[config.mk]
export PLATFORM = sky130hd
export DESIGN_NAME = scr_regs
export DESIGN_NICKNAME = d
export VERILOG_FILES = /design/src/design/scr_pkg.sv /design/src/design/scr_pend_bit.sv /design/src/design/scr_regs.sv
export SDC_FILE = /design/constraint.sdc
export NUM_CORES = 1
export LEC_CHECK = 0
export ABC_AREA = 1
export BUFFER_PORTS_ARGS = -buffer_cell sky130_fd_sc_hd__buf_2
export CAP_MARGIN = 10
export CELL_PAD_IN_SITES_DETAIL_PLACEMENT = 0
export CELL_PAD_IN_SITES_GLOBAL_PLACEMENT = 1
export CORE_AREA = 2 2 159 122
export CTS_BUF_LIST = sky130_fd_sc_hd__clkbuf_2
export DETAILED_ROUTE_END_ITERATION = 6
export DIE_AREA = 0 0 161 124
export GPL_TIMING_DRIVEN = 0
export PLACE_DENSITY_LB_ADDON = 0.08
export SLEW_MARGIN = 20
export SYNTH_ARGS = -nofsm -noshare
export SYNTH_HDL_FRONTEND = slang
export SYNTH_SLANG_ARGS = --single-unit
[constraint.sdc]
create_clock -name clk -period 1.1 [get_ports clk]
set_input_delay 0 -clock clk [delete_from_list [all_inputs] [get_ports clk]]
set_output_delay 0 -clock clk [all_outputs]
set_load 0.1 [all_outputs]
[src/design/scr_pkg.sv]
package scr_pkg;
    localparam logic [15:0] STAT_COUNTER_2_OFS  = 16'h5b28;
    localparam logic [15:0] STAT_COUNTER_3_OFS  = 16'h5b2c;
    localparam logic [15:0] SOFTWARE_SEMA_OFS   = 16'h5b50;
    localparam logic [15:0] HOST_IF_CTRL_2_OFS  = 16'h5b64;
    localparam logic [15:0] PEND_CLEAR_OFS      = 16'h5b68;
    localparam logic [15:0] AUTOCLEAR_CTL_OFS   = 16'h5b6c;
    localparam int          DRIVER_SEMA_POS     = 0;
    localparam int          STORAGE_SEMA_POS    = 1;
    localparam int          INIT_DONE_POS       = 0;
    localparam int          AUTOCLEAR_POS       = 20;
    localparam int          PEND_WIDTH          = 5;
    localparam logic        DRIVER_SEMA_RST     = 1'b1;
    localparam logic        STORAGE_SEMA_RST    = 1'b0;
    localparam logic        INIT_DONE_RST       = 1'b0;
    localparam logic        AUTOCLEAR_RST       = 1'b0;
    localparam logic [31:0] COUNTER_RST         = 32'h0000_0000;

    typedef struct packed {
        logic [15:0] addr;
        logic [31:0] wdata;
        logic        wr;
        logic        rd;
    } scr_req_t;
endpackage

[src/design/scr_pend_bit.sv]
module scr_pend_bit
    import scr_pkg::*;
(
    input  wire logic clk,
    input  wire logic rstn,
    input  wire logic set_req,
    input  wire logic msg_req,
    input  wire logic clr_wr,
    input  wire logic auto_off,
    output logic      pend_q
);
    logic msg_req_q;

    always_ff @(posedge clk) begin
        if (!rstn) begin
            msg_req_q <= 1'b0;
        end else begin
            msg_req_q <= msg_req;
        end
    end

    // Set wins so a new request in the clearing cycle is kept
    always_ff @(posedge clk) begin
        if (!rstn) begin
            pend_q <= 1'b0;
        end else if (set_req) begin
            pend_q <= 1'b1;
        end else if (clr_wr) begin
            pend_q <= 1'b0;
        end else if (!auto_off && msg_req_q && !msg_req) begin
            pend_q <= 1'b0;
        end
    end
endmodule // scr_pend_bit

[src/design/scr_regs.sv]
// Notes on behaviour
// - Reading semaphore register sets driver flag
// - Driver flag clears only on written zero
// - First read after a written zero returns zero, later ones one
// - Only host sets storage flag; firmware reads
// - Soft reset clears storage flag
// - Write one clears matching pending bit
// - Autoclear on: request deassert clears pending
module scr_regs
    import scr_pkg::*;
#(
    parameter int NPEND = PEND_WIDTH
) (
    input  wire logic             clk,
    input  wire logic             rstn,
    input  wire logic             soft_rst,
    input  wire logic [15:0]      addr,
    input  wire logic [31:0]      wdata,
    input  wire logic             wr,
    input  wire logic             rd,
    input  wire logic [NPEND-1:0] pend_set,
    input  wire logic [NPEND-1:0] msg_req,
    output logic [31:0]           rdata,
    output logic [NPEND-1:0]      pend_bits,
    output logic                  storage_sema_fw,
    output logic                  init_done
);
    scr_req_t          req;
    logic              driver_sema_q;
    logic              storage_sema_q;
    logic              init_done_q;
    logic              autoclear_q;
    logic [31:0]       cnt2_q;
    logic [31:0]       cnt3_q;
    logic [31:0]       rdata_d;
    logic [NPEND-1:0]  pend_q;
    logic [NPEND-1:0]  clr_w;

    assign req = '{addr: addr, wdata: wdata, wr: wr, rd: rd};

    // Read sets the flag while the word returned shows the old value
    // Flag leaves reset set, so software must clear it before first use
    always_ff @(posedge clk) begin
        if (!rstn) begin
            driver_sema_q <= DRIVER_SEMA_RST;
        end else if (req.wr && req.addr == SOFTWARE_SEMA_OFS) begin
            if (!req.wdata[DRIVER_SEMA_POS]) begin
                driver_sema_q <= 1'b0;
            end
        end else if (req.rd && req.addr == SOFTWARE_SEMA_OFS) begin
            driver_sema_q <= 1'b1;
        end
    end

    // Firmware sees this only through a read-only output
    always_ff @(posedge clk) begin
        if (!rstn || soft_rst) begin
            storage_sema_q <= STORAGE_SEMA_RST;
        end else if (req.wr && req.addr == SOFTWARE_SEMA_OFS) begin
            storage_sema_q <= req.wdata[STORAGE_SEMA_POS];
        end
    end

    always_ff @(posedge clk) begin
        if (!rstn) begin
            init_done_q <= INIT_DONE_RST;
            autoclear_q <= AUTOCLEAR_RST;
        end else if (req.wr) begin
            if (req.addr == HOST_IF_CTRL_2_OFS) begin
                init_done_q <= req.wdata[INIT_DONE_POS];
            end else if (req.addr == AUTOCLEAR_CTL_OFS) begin
                autoclear_q <= req.wdata[AUTOCLEAR_POS];
            end
        end
    end

    // Counters have no documented events; plain storage only
    always_ff @(posedge clk) begin
        if (!rstn) begin
            cnt2_q <= COUNTER_RST;
            cnt3_q <= COUNTER_RST;
        end else if (req.wr) begin
            if (req.addr == STAT_COUNTER_2_OFS) begin
                cnt2_q <= req.wdata;
            end else if (req.addr == STAT_COUNTER_3_OFS) begin
                cnt3_q <= req.wdata;
            end
        end
    end

    assign clr_w = (req.wr && req.addr == PEND_CLEAR_OFS)
                 ? req.wdata[NPEND-1:0] : '0;

    genvar g;
    generate
        for (g = 0; g < NPEND; g++) begin : g_pend
            scr_pend_bit u_pend (
                .clk      (clk),
                .rstn     (rstn),
                .set_req  (pend_set[g]),
                .msg_req  (msg_req[g]),
                .clr_wr   (clr_w[g]),
                .auto_off (autoclear_q),
                .pend_q   (pend_q[g])
            );
        end
    endgenerate

    always_comb begin
        rdata_d = 32'h0000_0000;
        if (!req.rd) begin
            rdata_d = 32'h0000_0000;
        end else if (req.addr == SOFTWARE_SEMA_OFS) begin
            rdata_d[DRIVER_SEMA_POS]  = driver_sema_q;
            rdata_d[STORAGE_SEMA_POS] = storage_sema_q;
        end else if (req.addr == HOST_IF_CTRL_2_OFS) begin
            rdata_d[INIT_DONE_POS] = init_done_q;
        end else if (req.addr == AUTOCLEAR_CTL_OFS) begin
            rdata_d[AUTOCLEAR_POS] = autoclear_q;
        end else if (req.addr == STAT_COUNTER_2_OFS) begin
            rdata_d = cnt2_q;
        end else if (req.addr == STAT_COUNTER_3_OFS) begin
            rdata_d = cnt3_q;
        end
    end

    always_ff @(posedge clk) begin
        if (!rstn) begin
            rdata           <= 32'h0000_0000;
            pend_bits       <= '0;
            storage_sema_fw <= 1'b0;
            init_done       <= 1'b0;
        end else begin
            rdata           <= rdata_d;
            pend_bits       <= pend_q;
            storage_sema_fw <= storage_sema_q;
            init_done       <= init_done_q;
        end
    end

    chk_sema_read_sets: assert property (@(posedge clk) disable iff (!rstn)
        rd && addr == SOFTWARE_SEMA_OFS && !soft_rst |=> driver_sema_q)
        else $error("semaphore not set by read");
    chk_sema_zero_clears: assert property (@(posedge clk) disable iff (!rstn)
        wr && addr == SOFTWARE_SEMA_OFS && !wdata[0] |=> !driver_sema_q)
        else $error("semaphore not cleared by zero");
    chk_sema_holds: assert property (@(posedge clk) disable iff (!rstn)
        driver_sema_q && !(wr && addr == SOFTWARE_SEMA_OFS) |=> driver_sema_q)
        else $error("semaphore dropped without write");
    chk_sema_first_read: assert property (@(posedge clk) disable iff (!rstn)
        rd && addr == SOFTWARE_SEMA_OFS ##1 rd && addr == SOFTWARE_SEMA_OFS
        |=> rdata[0])
        else $error("second read did not return one");
    chk_sema_old_value: assert property (@(posedge clk) disable iff (!rstn)
        rd && addr == SOFTWARE_SEMA_OFS |=> rdata[0] == $past(driver_sema_q))
        else $error("read value not prior flag");
    chk_soft_rst_clr: assert property (@(posedge clk) disable iff (!rstn)
        soft_rst |=> !storage_sema_q ##1 !storage_sema_fw)
        else $error("storage flag survived soft reset");
    chk_pend_w1c: assert property (@(posedge clk) disable iff (!rstn)
        wr && addr == PEND_CLEAR_OFS && !pend_set[0] && wdata[0]
        |=> !pend_q[0])
        else $error("pending bit not cleared");
    chk_pend_zero_keep: assert property (@(posedge clk) disable iff (!rstn)
        wr && addr == PEND_CLEAR_OFS && !wdata[0] && pend_q[0]
        && autoclear_q |=> pend_q[0])
        else $error("pending bit cleared by zero");
    chk_pend_auto: assert property (@(posedge clk) disable iff (!rstn)
        !autoclear_q && $fell(msg_req[0]) && !pend_set[0] |=> !pend_q[0])
        else $error("pending not auto cleared");
    chk_rsvd_zero: assert property (@(posedge clk) disable iff (!rstn)
        rd && (addr == SOFTWARE_SEMA_OFS || addr == HOST_IF_CTRL_2_OFS)
        |=> rdata[31:2] == 30'h0)
        else $error("reserved bits nonzero");

    // Registered copies trail their source by exactly one edge
    chk_fw_copy: assert property (@(posedge clk) disable iff (!rstn)
        storage_sema_fw == $past(storage_sema_q))
        else $error("firmware copy of storage flag wrong");
    chk_storage_write: assert property (@(posedge clk) disable iff (!rstn)
        wr && addr == SOFTWARE_SEMA_OFS && !soft_rst
        |=> storage_sema_q == $past(wdata[STORAGE_SEMA_POS]))
        else $error("storage flag not written");
    chk_init_copy: assert property (@(posedge clk) disable iff (!rstn)
        wr && addr == HOST_IF_CTRL_2_OFS
        |=> ##1 init_done == $past(wdata[INIT_DONE_POS], 2))
        else $error("init bit not stored");
    chk_pend_copy: assert property (@(posedge clk) disable iff (!rstn)
        pend_bits == $past(pend_q))
        else $error("pending copy wrong");
    chk_pend_set_wins: assert property (@(posedge clk) disable iff (!rstn)
        pend_set[0] |=> pend_q[0])
        else $error("pending set lost");
    chk_pend_no_auto: assert property (@(posedge clk) disable iff (!rstn)
        autoclear_q && pend_q[0] && !clr_w[0] |=> pend_q[0])
        else $error("pending cleared with autoclear off");
    chk_clear_port_read: assert property (@(posedge clk) disable iff (!rstn)
        rd && addr == PEND_CLEAR_OFS |=> rdata == 32'h0000_0000)
        else $error("clear port read not zero");
    chk_rdata_idle: assert property (@(posedge clk) disable iff (!rstn)
        !rd |=> rdata == 32'h0000_0000)
        else $error("read data not zero when idle");
    chk_counter_store: assert property (@(posedge clk) disable iff (!rstn)
        wr && addr == STAT_COUNTER_2_OFS |=> cnt2_q == $past(wdata))
        else $error("counter word not stored");

    cov_sema_take: cover property (@(posedge clk) disable iff (!rstn)
        rd && addr == SOFTWARE_SEMA_OFS ##1 rd && addr == SOFTWARE_SEMA_OFS);
    cov_sema_free: cover property (@(posedge clk) disable iff (!rstn)
        driver_sema_q ##1 !driver_sema_q);
    cov_pend_clear: cover property (@(posedge clk) disable iff (!rstn)
        pend_q[0] ##1 !pend_q[0]);
    cov_soft_rst: cover property (@(posedge clk) disable iff (!rstn)
        storage_sema_q ##1 soft_rst);
    cov_pend_auto: cover property (@(posedge clk) disable iff (!rstn)
        !autoclear_q && pend_q[0] ##1 !pend_q[0]);
endmodule // scr_regs

==> results.md <==
* Status: finished, violations left
* Violated checks: hold timing, setup timing
* Core area at 18290 sq um
* Post-route setup slack at -222.8 ps
* Via-per-instance ratio at 4.027
* Buf+Inv Stages, Crit Path at 4
* Crit path max fanout at 10
* CTS Buffer Depth at 2
* Peak VDD IR at 494.0 uV
* Die X-Extent at 161 um
* Family with the most delay on the worst path: buffers and inverters
* Nets at 1122
* Router iterations before antenna repair at 4
* CP most frequent cell: nand2_1
* Syn_nets at 920
* WS Path Type: in -> reg
* Final setup skew at 30.23 ps
* Tot Pwr at 8.203 mW
* Netlist Area Pre-Place at 5449 sq um
* FILL cells at 2027
* Multi-input logic area at 2183 sq um
* Synth Area per Inst at 6.358 sq um
* Pwr dens at 1024 nW/um^2
* Hold crit path type: in -> reg
* Routability cong. at 0.7645
* Core Util, Final at 0.4380
* Final Hold Fails at 2
* Crit path largest cell delay at 770 ps
* Area after DPL at 6254 sq um
* Slew @ Worst Pin at 626.7 ps
* Worst-path clk slew at 180 ps
* Gr usage total at 0.1801
* Final setup TNS at -14910 ps
* Vias after detailed routing at 5303
* Endpoints failing setup at 131
* CTS root buf: clkbuf_2
* DR iter-0 viols at 290
* Slew HR at 0.5822
* Max-slew violation count at 0
* Die area at 19960 sq um
* Register area share after synthesis at 0.4299
* Pre-CTS setup slack at -406.4 ps
* Inst Count DP at 1203
* Final WL at 17290 um
* Number of global-route vias before repair at 5022
* Crit path capture type: flip-flop
* Unrepaired setup endpoints after global routing: yes
* Post-Syn Instances at 857
* Routed len/inst at 13.13 um
* TritonCTS clock tree: yes
* H-tree depth at 4
* Initial core utilization at 0.2979
* Boundary Pins at 102
* CTS Buf Count at 17
* Drt drc at 0
* Register Area at 2391 sq um
* Antenna diodes at 0
* Layout cell share with drive strength beyond 1 at 0.2224
* Clock sink total at 117
* Tcrit/Tclk final at 1.203
* Total grt overflow at 0
* Largest net degree at the start of global routing at 17
* Most frequent cells in the layout: nand2_1, inv_1, nor2_1
* Fin Hold WS at -86.25 ps
* Synthesized flop and latch total at 117
* Worst skew pair latency at 690 ps
* HPWL Detailed at 11280 um
* First-pass GRT wire length at 27230 um
* YS warnings at 0
* Achievable Freq at 0.7560 GHz
* P&R area growth vs syn at 47.03%
* Fin area at 8011 sq um
* Critical Path Slowest Stage Cell: dlygate4sd3_1
* Arr. time, crit path at 1960 ps
* Netlist cell types at 23
* Cell row count at 43
* Antenna-violating nets left at 0
* Commonest non-fill, non-tap cell in the layout: nand2_1
* Worst Path Required at 1740 ps
* Pleak at 4.078 nW
* Final min period at 1323 ps
* Crit start category: input port
* Initial antenna violation count at 0
* IO Port Bufs at 99
* Die Y at 124 um
* CP Cell Sequence: buf_2 > dlygate4sd3_1 > nand2_1 > inv_1 > nand2_1 > nor2_4 > buf_2 > nand2_1 > nor2_1
* Final non-filler cell total at 1317
* Max-cap viol count at 0
[worst min-delay path, stage by stage]
cell and delay (ps):
buf_2 100, nor2_4 50, nand3_2 100, nor2_1 80
nand2_2 80, o21ai_0 70, inv_1 50, nor2_1 50
[metal layers]
layer  part of all wire  global-route usage
met1               0.52              0.2502
met2               0.43              0.2822
met3              0.042             0.04029
met4              0.011             0.05022
met5                  0                   0
[cell families (layout without fill, tap and decap cells)]
kind of cell / Yosys count / in the layout / synth area share
AOI/OAI and AO/OA: 25 / 25 / 0.02847
and+or+nand+nor: 476 / 476 / 0.3672
DFF: 117 / 117 / 0.4299
buffers and inverters: 239 / 452 / 0.1745
[sequential cells by signal, indices dropped and copies added (netlist names)]
register	cells
cnt2_q	32
autoclear_q	1
pend_bits	5
init_done_q	1
init_done	1
driver_sema_q	1
g_pend.u_pend.msg_req_q	5
cnt3_q	32
storage_sema_q	1
g_pend.u_pend.pend_q	5
storage_sema_fw	1
rdata	32
[final cells by class]
| type | count | area share |
|---|---|---|
| sequential | 117 | 0.2985 |
| multi-input combinational | 501 | 0.2725 |
| timing repair buffer | 183 | 0.2368 |
| inverter | 200 | 0.09371 |
| tap | 247 | 0.03858 |
| buffer | 39 | 0.02874 |
| clock inverter | 13 | 0.02062 |
| clock buffer | 17 | 0.01062 |
[cell usage after synthesis]
cell type	count	area (sq um)
nand2_2	5	31.28
o21ai_1	2	10.01
nand3_1	77	385.4
nand3_4	1	17.52
o21ai_2	8	70.07
nor2_4	3	33.78
buf_1	7	26.28
o21ai_0	9	45.04
nand4_1	3	18.77
inv_2	2	7.510
buf_2	19	95.09
nor2_8	1	20.02
buf_6	2	22.52
nand3_2	3	30.03
nand2_1	236	885.9
dfxtp_1	117	2342
nor3_1	1	5.000
buf_4	4	30.03
clkbuf_1	7	26.28
nor2_1	136	510.5
inv_1	198	743.2
a21oi_1	6	30.03
nor2_2	10	62.56
[power by group]
| group | switching [mW] | total (mW) | internal [mW] |
|---|---|---|---|
| logic | 0.429 | 0.784 | 0.354 |
| clock network | 1.70 | 3.13 | 1.43 |
| registers | 0.0165 | 4.29 | 4.28 |
[timing repair]
item                                   4_1_cts  5_1_grt
endpoints found under the hold margin      107       38
buffers inserted                             0       11
hold buffers                                68       11
pin swaps                                    0        5
gates resized for setup                    195       27
setup endpoints to repair                   39      142
[worst paths after layout]
path / from / end / slack, ps / depth (start not counted)
worst max-delay path: rstn / rdata[12]$_SDFF_PP0_ / -220 / 9
worst min-delay path: addr[0] / rdata[6]$_SDFF_PP0_ / -90 / 8
worst max register to register: autoclear_q$_SDFFE_PN0P_ / g_pend[3].u_pend.pend_q$_SDFFE_PN0P_ / 130 / 6
worst min register to register: g_pend[0].u_pend.pend_q$_SDFFE_PN0P_ / pend_bits[0]$_SDFF_PN0_ / 430 / 2
Note: power is estimated with default switching activity, not from simulation.
